`src/hdpc_regs.svh`:
```
// Offsets, field limits and reset values of the hub descriptor config bank.
// Overview of operation
// Self-powered current counts 2 mA each.
// Self-powered count excludes embedded compound peripheral.
// Self-powered current resets to 50, 100 mA.
// Bus-powered current counts 2 mA each.
// Bus-powered count excludes embedded compound peripheral.
// Bus-powered current resets to 50, 100 mA.
// Programmer keeps self-powered current within 100 mA.
// Port power settle time counts 2 ms.
// High register gives language identifier bits 15:8.
// Low register gives language identifier bits 7:0.
// Maker text length, at most 31 characters.
// Item text length, at most 31 characters.
// Unit number text length, at most 31 characters.
// Maker text lives at 16h-53h, UTF-16LE.
// Character low byte first, ascending contiguous.
// Item text lives at 54h-91h, 62 bytes.
// Item text characters are UTF-16LE.
// Unit number text lives at 92h-CFh.
// Descriptor sends twice length bytes, ascending.
`ifndef HDPC_REGS_SVH
`define HDPC_REGS_SVH

`define HDPC_SELF_CURRENT_OFS 8'h0E
`define HDPC_BUS_CURRENT_OFS 8'h0F
`define HDPC_SETTLE_OFS 8'h10
`define HDPC_LANG_HIGH_OFS 8'h11
`define HDPC_LANG_LOW_OFS 8'h12
`define HDPC_MAKER_LEN_OFS 8'h13
`define HDPC_ITEM_LEN_OFS 8'h14
`define HDPC_UNIT_LEN_OFS 8'h15
`define HDPC_MAKER_TEXT_FIRST 8'h16
`define HDPC_MAKER_TEXT_LAST 8'h53
`define HDPC_ITEM_TEXT_FIRST 8'h54
`define HDPC_ITEM_TEXT_LAST 8'h91
`define HDPC_UNIT_TEXT_FIRST 8'h92
`define HDPC_UNIT_TEXT_LAST 8'hCF
`define HDPC_TEXT_BYTES 186
`define HDPC_CURRENT_RESET 8'h32
`define HDPC_PLAIN_RESET 8'h00
`define HDPC_MAX_CHARS 5'h1F
`define HDPC_MAKER_INDEX 8'h00
`define HDPC_ITEM_INDEX 8'h3E
`define HDPC_UNIT_INDEX 8'h7C

`endif

```
`src/hdpc_pkg.sv`:
```
// Types and decode functions shared by the hub descriptor config bank.
`include "hdpc_regs.svh"
package hdpc_pkg;

	typedef enum logic [3:0] {
		HDPC_AREA_NONE = 4'h0,
		HDPC_AREA_SELF = 4'h1,
		HDPC_AREA_BUS = 4'h2,
		HDPC_AREA_SETTLE = 4'h3,
		HDPC_AREA_LANG_HIGH = 4'h4,
		HDPC_AREA_LANG_LOW = 4'h5,
		HDPC_AREA_MAKER_LEN = 4'h6,
		HDPC_AREA_ITEM_LEN = 4'h7,
		HDPC_AREA_UNIT_LEN = 4'h8,
		HDPC_AREA_TEXT = 4'h9
	} hdpc_area_e;

	typedef enum logic [1:0] {
		HDPC_DESC_LANG = 2'h0,
		HDPC_DESC_MAKER = 2'h1,
		HDPC_DESC_ITEM = 2'h2,
		HDPC_DESC_UNIT = 2'h3
	} hdpc_desc_sel_e;

	typedef enum logic [1:0] {
		HDPC_IDLE = 2'h0,
		HDPC_READ = 2'h1,
		HDPC_LOAD = 2'h2,
		HDPC_SEND = 2'h3
	} hdpc_fsm_e;

	typedef struct packed {
		logic write;
		logic read;
		logic [7:0] addr;
		logic [7:0] wdata;
	} hdpc_cfg_req_s;

	typedef struct packed {
		logic valid;
		logic last;
		logic [7:0] data;
	} hdpc_desc_out_s;

	typedef struct packed {
		logic [7:0] self_count;
		logic [7:0] bus_count;
		logic [7:0] settle_count;
		logic [15:0] language_id;
	} hdpc_power_s;

	typedef struct packed {
		logic [7:0] sp;
		logic [7:0] bp;
		logic [7:0] settle;
		logic [7:0] lang_high;
		logic [7:0] lang_low;
		logic [7:0] maker_len;
		logic [7:0] item_len;
		logic [7:0] unit_len;
		hdpc_fsm_e fsm;
		hdpc_desc_sel_e sel;
		logic [5:0] idx;
		logic [5:0] total;
		logic [7:0] base;
		hdpc_desc_out_s out;
		logic busy;
		logic rd_pend;
		logic rd_text;
		logic [7:0] rd_scalar;
		logic [7:0] rdata;
		logic rvalid;
	} hdpc_bank_s;

	function automatic hdpc_area_e hdpc_area_of(input logic [7:0] addr);
		if (addr == `HDPC_SELF_CURRENT_OFS) hdpc_area_of = HDPC_AREA_SELF;
		else if (addr == `HDPC_BUS_CURRENT_OFS) hdpc_area_of = HDPC_AREA_BUS;
		else if (addr == `HDPC_SETTLE_OFS) hdpc_area_of = HDPC_AREA_SETTLE;
		else if (addr == `HDPC_LANG_HIGH_OFS) hdpc_area_of = HDPC_AREA_LANG_HIGH;
		else if (addr == `HDPC_LANG_LOW_OFS) hdpc_area_of = HDPC_AREA_LANG_LOW;
		else if (addr == `HDPC_MAKER_LEN_OFS) hdpc_area_of = HDPC_AREA_MAKER_LEN;
		else if (addr == `HDPC_ITEM_LEN_OFS) hdpc_area_of = HDPC_AREA_ITEM_LEN;
		else if (addr == `HDPC_UNIT_LEN_OFS) hdpc_area_of = HDPC_AREA_UNIT_LEN;
		else if (addr >= `HDPC_MAKER_TEXT_FIRST && addr <= `HDPC_UNIT_TEXT_LAST)
			hdpc_area_of = HDPC_AREA_TEXT;
		else hdpc_area_of = HDPC_AREA_NONE;
	endfunction

	function automatic logic [4:0] hdpc_clamp_chars(input logic [7:0] len);
		if (len > {3'h0, `HDPC_MAX_CHARS}) hdpc_clamp_chars = `HDPC_MAX_CHARS;
		else hdpc_clamp_chars = len[4:0];
	endfunction

endpackage

```
`src/hdpc_bank.sv`:
```
// Hub descriptor and power configuration bank with string descriptor output.
`timescale 1ns/10ps
`include "hdpc_regs.svh"
module hdpc_bank
	import hdpc_pkg::*;
(
	input wire logic clock,
	input wire logic reset_n,
	input wire hdpc_cfg_req_s cfg_req,
	output logic [7:0] cfg_rdata,
	output logic cfg_rvalid,
	input wire logic desc_req,
	input wire hdpc_desc_sel_e desc_sel,
	input wire logic desc_ready,
	output hdpc_desc_out_s desc_out,
	output logic desc_busy,
	output hdpc_power_s power,
	output logic [8:0] self_powered_current_ma,
	output logic [8:0] bus_powered_current_ma,
	output logic [8:0] port_power_settle_ms
);
	hdpc_bank_s s;
	hdpc_bank_s next_s;
	hdpc_area_e wr_area;
	hdpc_area_e rd_area;
	logic text_wr;
	logic [7:0] cfg_index;
	logic [7:0] desc_index;
	logic [7:0] cfg_text;
	logic [7:0] desc_text;
	logic [2:0][7:0] counts;
	logic [2:0][8:0] amounts;

	assign wr_area = hdpc_area_of(cfg_req.addr);
	assign rd_area = hdpc_area_of(cfg_req.addr);
	assign text_wr = cfg_req.write && (wr_area == HDPC_AREA_TEXT);
	// Text bytes map straight onto memory, one address per byte.
	assign cfg_index = cfg_req.addr - `HDPC_MAKER_TEXT_FIRST;
	assign desc_index = s.base + {2'h0, s.idx};

	hdpc_text_mem u_text_mem (
		.clock(clock),
		.reset_n(reset_n),
		.wr_en(text_wr),
		.wr_index(cfg_index),
		.wr_data(cfg_req.wdata),
		.cfg_index(cfg_index),
		.cfg_data(cfg_text),
		.desc_index(desc_index),
		.desc_data(desc_text)
	);

	// The stored counts already exclude any embedded compound peripheral,
	// so they are reported untouched; software must budget for it.
	assign counts = {s.settle, s.bp, s.sp};

	genvar g;
	generate
		for (g = 0; g < 3; g++) begin : g_scale
			hdpc_unit_scale u_scale (
				.count(counts[g]),
				.amount(amounts[g])
			);
		end
	endgenerate

	assign self_powered_current_ma = amounts[0];
	assign bus_powered_current_ma = amounts[1];
	assign port_power_settle_ms = amounts[2];

	always_comb begin
		next_s = s;
		next_s.rvalid = 1'b0;

		// Configuration writes; unmapped addresses are silently ignored.
		if (cfg_req.write) begin
			case (wr_area)
				HDPC_AREA_SELF: begin
					next_s.sp = cfg_req.wdata;
				end
				HDPC_AREA_BUS: begin
					next_s.bp = cfg_req.wdata;
				end
				HDPC_AREA_SETTLE: begin
					next_s.settle = cfg_req.wdata;
				end
				HDPC_AREA_LANG_HIGH: begin
					next_s.lang_high = cfg_req.wdata;
				end
				HDPC_AREA_LANG_LOW: begin
					next_s.lang_low = cfg_req.wdata;
				end
				HDPC_AREA_MAKER_LEN: begin
					next_s.maker_len = cfg_req.wdata;
				end
				HDPC_AREA_ITEM_LEN: begin
					next_s.item_len = cfg_req.wdata;
				end
				HDPC_AREA_UNIT_LEN: begin
					next_s.unit_len = cfg_req.wdata;
				end
				default: begin
				end
			endcase
		end

		// Reads capture scalars in the request cycle so that a write in the
		// same cycle is seen by neither scalar nor text reads.
		next_s.rd_pend = cfg_req.read;
		next_s.rd_text = (rd_area == HDPC_AREA_TEXT);
		case (rd_area)
			HDPC_AREA_SELF: begin
				next_s.rd_scalar = s.sp;
			end
			HDPC_AREA_BUS: begin
				next_s.rd_scalar = s.bp;
			end
			HDPC_AREA_SETTLE: begin
				next_s.rd_scalar = s.settle;
			end
			HDPC_AREA_LANG_HIGH: begin
				next_s.rd_scalar = s.lang_high;
			end
			HDPC_AREA_LANG_LOW: begin
				next_s.rd_scalar = s.lang_low;
			end
			HDPC_AREA_MAKER_LEN: begin
				next_s.rd_scalar = s.maker_len;
			end
			HDPC_AREA_ITEM_LEN: begin
				next_s.rd_scalar = s.item_len;
			end
			HDPC_AREA_UNIT_LEN: begin
				next_s.rd_scalar = s.unit_len;
			end
			default: begin
				next_s.rd_scalar = 8'h00;
			end
		endcase
		if (s.rd_pend) begin
			next_s.rdata = s.rd_text ? cfg_text : s.rd_scalar;
			next_s.rvalid = 1'b1;
		end

		// Descriptor streaming toward the upstream host.
		case (s.fsm)
			HDPC_IDLE: begin
				if (desc_req) begin
					next_s.sel = desc_sel;
					next_s.idx = 6'h00;
					if (desc_sel == HDPC_DESC_LANG) begin
						next_s.busy = 1'b1;
						next_s.total = 6'h02;
						next_s.out.data = s.lang_low;
						next_s.out.valid = 1'b1;
						next_s.out.last = 1'b0;
						next_s.fsm = HDPC_SEND;
					end else begin
						case (desc_sel)
							HDPC_DESC_MAKER: begin

								next_s.total = {hdpc_clamp_chars(s.maker_len), 1'b0};
								next_s.base = `HDPC_MAKER_INDEX;
							end
							HDPC_DESC_ITEM: begin

								next_s.total = {hdpc_clamp_chars(s.item_len), 1'b0};
								next_s.base = `HDPC_ITEM_INDEX;
							end
							default: begin

								next_s.total = {hdpc_clamp_chars(s.unit_len), 1'b0};
								next_s.base = `HDPC_UNIT_INDEX;
							end
						endcase
						// An empty string is absorbed and sends nothing.
						if (next_s.total != 6'h00) begin
							next_s.busy = 1'b1;
							next_s.fsm = HDPC_READ;
						end
					end
				end
			end
			HDPC_READ: begin
				next_s.fsm = HDPC_LOAD;
			end
			HDPC_LOAD: begin
				next_s.out.data = desc_text;
				next_s.out.valid = 1'b1;
				next_s.out.last = (s.idx == s.total - 6'h01);
				next_s.fsm = HDPC_SEND;
			end
			HDPC_SEND: begin
				if (desc_ready) begin
					next_s.out.valid = 1'b0;
					next_s.out.last = 1'b0;
					if (s.out.last) begin
						next_s.busy = 1'b0;
						next_s.fsm = HDPC_IDLE;
					end else begin
						next_s.idx = s.idx + 6'h01;
						if (s.sel == HDPC_DESC_LANG) begin
							next_s.out.data = s.lang_high;
							next_s.out.valid = 1'b1;
							next_s.out.last = 1'b1;
						end else begin
							next_s.fsm = HDPC_READ;
						end
					end
				end
			end
			default: begin
				next_s.fsm = HDPC_IDLE;
				next_s.busy = 1'b0;
			end
		endcase
	end

	always_ff @(posedge clock or negedge reset_n) begin
		if (!reset_n) begin
			s <= '0;
			s.sp <= `HDPC_CURRENT_RESET;
			s.bp <= `HDPC_CURRENT_RESET;
			s.settle <= `HDPC_PLAIN_RESET;
			s.lang_high <= `HDPC_PLAIN_RESET;
			s.lang_low <= `HDPC_PLAIN_RESET;
			s.maker_len <= `HDPC_PLAIN_RESET;
			s.item_len <= `HDPC_PLAIN_RESET;
			s.unit_len <= `HDPC_PLAIN_RESET;
			s.fsm <= HDPC_IDLE;
			s.sel <= HDPC_DESC_LANG;
		end else begin
			s <= next_s;
		end
	end

	assign cfg_rdata = s.rdata;
	assign cfg_rvalid = s.rvalid;
	assign desc_out = s.out;
	assign desc_busy = s.busy;
	assign power.self_count = s.sp;
	assign power.bus_count = s.bp;
	assign power.settle_count = s.settle;
	assign power.language_id = {s.lang_high, s.lang_low};
endmodule // hdpc_bank

```
`src/hdpc_text_mem.sv`:
```
// Byte memory holding the three descriptor strings, two registered reads.
`timescale 1ns/10ps
`include "hdpc_regs.svh"
module hdpc_text_mem
	import hdpc_pkg::*;
(
	input wire logic clock,
	input wire logic reset_n,
	input wire logic wr_en,
	input wire logic [7:0] wr_index,
	input wire logic [7:0] wr_data,
	input wire logic [7:0] cfg_index,
	output logic [7:0] cfg_data,
	input wire logic [7:0] desc_index,
	output logic [7:0] desc_data
);
	typedef struct packed {
		logic [`HDPC_TEXT_BYTES-1:0][7:0] bytes;
		logic [7:0] cfg_q;
		logic [7:0] desc_q;
	} hdpc_mem_s;

	hdpc_mem_s s;
	hdpc_mem_s next_s;

	// Out-of-range indexes read zero so no read ever leaves the array.
	always_comb begin
		next_s = s;
		if (wr_en && wr_index < 8'(`HDPC_TEXT_BYTES)) begin
			next_s.bytes[wr_index] = wr_data;
		end
		next_s.cfg_q = (cfg_index < 8'(`HDPC_TEXT_BYTES)) ?
			s.bytes[cfg_index] : 8'h00;
		next_s.desc_q = (desc_index < 8'(`HDPC_TEXT_BYTES)) ?
			s.bytes[desc_index] : 8'h00;
	end

	always_ff @(posedge clock or negedge reset_n) begin
		if (!reset_n) s <= '0;
		else s <= next_s;
	end

	assign cfg_data = s.cfg_q;
	assign desc_data = s.desc_q;
endmodule // hdpc_text_mem

```
`src/hdpc_unit_scale.sv`:
```
// Turns a count of two-unit steps into the represented quantity.
`timescale 1ns/10ps
module hdpc_unit_scale
	import hdpc_pkg::*;
(
	input wire logic [7:0] count,
	output logic [8:0] amount
);
	assign amount = {count, 1'b0};
endmodule // hdpc_unit_scale

```
`config.mk`:
```
export PLATFORM = sky130hd
export DESIGN_NAME = hdpc_bank
export DESIGN_NICKNAME = d
export VERILOG_FILES = /design/src/hdpc_pkg.sv /design/src/hdpc_bank.sv /design/src/hdpc_text_mem.sv /design/src/hdpc_unit_scale.sv
export VERILOG_INCLUDE_DIRS = /design/src
export SDC_FILE = /design/constraint.sdc
export NUM_CORES = 2
export LEC_CHECK = 0
export BUFFER_PORTS_ARGS = -buffer_cell sky130_fd_sc_hd__buf_2
export CORE_ASPECT_RATIO = 0.7
export CORE_MARGIN = 5
export CORE_UTILIZATION = 58
export DETAILED_ROUTE_END_ITERATION = 10
export PLACE_DENSITY = 0.89
export SLEW_MARGIN = 30
export SYNTH_ARGS = -nofsm -noshare
export SYNTH_HDL_FRONTEND = slang
export SYNTH_SLANG_ARGS = --single-unit
```
`constraint.sdc`:
```
create_clock -name clock -period 3.1 [get_ports clock]
set_input_delay 0.62 -clock clock [delete_from_list [all_inputs] [get_ports clock]]
set_output_delay 0.62 -clock clock [all_outputs]
set_load 0.02 [all_outputs]
```
==> reports/results.tsv <==
stage	metric	value	unit
status	outcome	finished, violations left	
status	failed_checks	setup timing	
clock_tree	cts_tree	done	
routing	firstDrtPassIters	9	
synth	synthArstFlopShare	1.00	
cells_and_area	instances_no_fill	8569	
floorplanning	die_area	158000	um2
routing	dr_total_vias	66800	
routing	ant_nets	0	
routing	viasPerCell	7.79	
synth	synth_area	87100	um2
worst_setup_path	crit_fanout	7	
routing	route.met3.wl	57100	um
clock_tree	clk_pin_slew	0.07	ns
worst_setup_path	crit_top_cell	buf_4	
routing	maxUsedRoutingLayer	met5	
place	io_buffers	107	
grt	grt_usage	0.405	
clock_tree	cts_root_buffer	clkbuf_16	
cells_and_area	fin_nets	6480	
cells_and_area	postLayoutCoreUtil	0.688	
synth	syn_area_per_cell	14.9	um2
worst_setup_path	critPathLaunchType	register	
routing	wirelength	324000	um
sta	hold_viol	0	
worst_setup_path	cp_num_cells	13	
synth	synth_edf_count	0	
sta	clock_skew	0.0337	ns
cells_and_area	syn2layout_area_growth	18.3	%
routing	wl_per_cell	37.8	um
synth	ys_ff_latch	1616	
worst_setup_path	worstRegToRegCells	13	
power_and_ir_drop	leakagePower	46.9	nW
floorplanning	pin_count	111	
sta	tightest_slew	1.00	ns
sta	relSlewSlack	0.323	
floorplanning	core-area	150000	um2
place	post-place-ws	-0.646	ns
worst_setup_path	cp_cell_sequence	ha_4 > fa_4 > nand2b_4 > buf_12 > buf_4 > o221ai_1 > o22ai_1 > nor3_1 > buf_4 > nor2_4 > nor2_1 > buf_4 > or4_1	
power_and_ir_drop	power.density	639	nW/um2
grt	antenna_found_initial	30	
power_and_ir_drop	ir_drop	0.758	mV
synth	muxShareOfSynthArea	0.424	
sta	rsz0062_at_grt	yes	
synth	synth_most_common_cell	dfrtp_1	
clock_tree	cts_buffer_depth	3	
grt	grt_max_degree	127	
worst_setup_path	critPathArrivalTime	4.34	ns
grt	grt_pass1_wl	473000	um
min_path	worstHoldStart	desc_req	
synth	synth_xor_area_frac	0.00141	
synth	synth_top_family_by_area	multiplexers	
sta	period_share	1.18	
sta	fmax	0.274	GHz
synth	synth.top_cell.area_share	0.462	
worst_setup_path	timing.rr.start	s[31]$_DFFE_PN0P_	
worst_setup_path	crit_buf_inv	4	
clock_tree	cts_made_buffers	148	
routing	drc	0	
routing	detail_route.iter0.violations	11400	
routing	met2WireLength	136000	um
floorplanning	start_util	0.582	
place	placed_cells	8246	
sta	tns	-3.38	ns
routing	wl_met1	108000	um
clock_tree	cts.sinks	1616	
cells_and_area	drive_gt1_frac	0.580	
min_path	hold_path_class	input port to register	
place	hpwl	212000	um
sta	slew_viol_final	0	
sta	fin_ws	-0.555	ns
min_path	worstHoldPathCells	3	
place	routabilityCongestion	1.05	
synth	yosysSeqAreaShare	0.464	
worst_setup_path	crit_start	s[31]$_DFFE_PN0P_	
worst_setup_path	path_delay_family	adder cells	
synth	synthSimpleGateAreaFrac	0.0379	
floorplanning	die_h	334	um
grt	first_global_vias	67000	
clock_tree	insertion_delay	0.83	ns
synth	yosysWarningCount	0	
synth	synth_area_leaders	dfrtp_1 (46%), mux4_2 (20%), mux2_2 (19%)	
synth	synth_top_area_cell	dfrtp_1	
job	drv_cap	0	
floorplanning	die_w	473	um
worst_setup_path	path_class	register to register	
synth	synth_commonest_cells	dfrtp_1 (1610), mux2_2 (1485), mux4_2 (760)	
sta	hold-worst-slack	0.196	ns
synth	synth_fa_ha_area_frac	0.00267	
grt	grt_overflow	0	
worst_setup_path	required	3.79	ns
synth	synth_compound_area_frac	0.0374	
synth	synthFlopType	dfrtp_1	
worst_setup_path	setup.worst_path.end_class	register	
clock_tree	htreeDepth	4	
synth	syn_inst	5842	
worst_setup_path	critPathMaxStageDelay	0.83	ns
sta	period_needed	3.65	ns
floorplanning	placementRows	119	
worst_setup_path	cpMaxStageDelayCell	fa_4	
sta	setup_viol	9	
synth	ys_types	78	
## worst paths after layout
kind / end / slack, ns
worst min-delay path: s[53]$_DFFE_PN0P_ / 0.20
worst max-delay path: u_text_mem.desc_data[5]$_DFF_PN0_ / -0.55
max in group asynchronous: power[29]$_DFFE_PN1P_ / 1.50
worst max register to register: u_text_mem.desc_data[5]$_DFF_PN0_ / -0.55
min in group asynchronous: u_text_mem.s[73]$_DFFE_PN0P_ / 0.46
worst min register to register: desc_out[6]$_DFFE_PN0P_ / 0.50
## per-stage QoR
step                area (um2)  power (mW)
finish                  103000        65.9
global route            103000        66.9
CTS                     103000        63.8
detailed placement       97000        42.9
global placement         97000        42.4
floorplan                87200        33.7
## layout make-up
class                           instances  area, um2
Inverter                               17       63.8
Fill cell                            8909      46700
Timing Repair Buffer                 1016      10400
Clock buffer                          211       4380
Multi-Input combinational cell       3639      44600
Sequential cell                      1616      40500
Antenna cell                           22       55.1
Clock inverter                         52        678
Tap cell                             1996       2500
## where the power goes
part	internal (mW)	switching, mW	total [mW]
Sequential	22.3	1.28	23.6
Clock	10.9	8.75	19.7
Combinational	9.17	13.4	22.6
Total	42.5	23.4	65.9
## layout by cell type (no fill, tap or decap), types with 42 or more instances in the layout
| cell | count |
|---|---|
| buf_12 | 226 |
| mux2_2 | 1485 |
| dfrtp_1 | 1609 |
| a21oi_1 | 54 |
| clkbuf_16 | 152 |
| mux4_2 | 760 |
| buf_4 | 661 |
| nand2_1 | 154 |
| buf_2 | 96 |
| nor3_1 | 45 |
| mux2i_1 | 210 |
| nor2_1 | 121 |
| nand3_1 | 42 |
| o21ai_0 | 47 |
| nor2_2 | 98 |
| a22oi_1 | 69 |
| mux2_4 | 64 |
## worst register-to-register path: cells and delay by family (launching register included)
kind	cells	cell delay (ns)
adders and majority gates	2	1.02
and+or+nand+nor	5	1.01
buffers and inverters	4	0.68
AOI/OAI and AO/OA	2	0.42
DFF	1	0.41
## what timing repair did
item / CTS / global route
hold buffers: 2 / 0
endpoints found under the setup margin: 8 / 9
hold endpoints to repair: 52 / 0
resized for setup: 106 / 36
cloned: 4 / 0
pin swaps: 23 / 13
buffers inserted: 25 / 7
## flip-flops by register name, indices dropped and copies added, names as in the netlist, 8 cells and up
| name | cells |
|---|---|
| u_text_mem.s | 1488 |
| desc_out | 10 |
| power | 40 |
| u_text_mem.cfg_data | 8 |
| s | 52 |
| u_text_mem.desc_data | 8 |
| cfg_rdata | 8 |
## cells by family (layout without fill, tap and decap cells)
group / count (synthesis) / after routing
compound gates: 452 / 452
simple gates: 627 / 627
other cells: 1 / 25
xor+xnor: 14 / 14
flops: 1616 / 1616
fa+ha+maj: 18 / 18
mux: 2525 / 2525
buf+inv: 589 / 1296
## routing by layer
layer | vias up | GRT usage
met5 | - | 0.0251
met4 | 36 | 0.197
met3 | 1827 | 0.219
met2 | 6967 | 0.566
met1 | 34000 | 0.513
li1 | 23900 | -
Note: power is estimated with default switching activity, not from simulation.
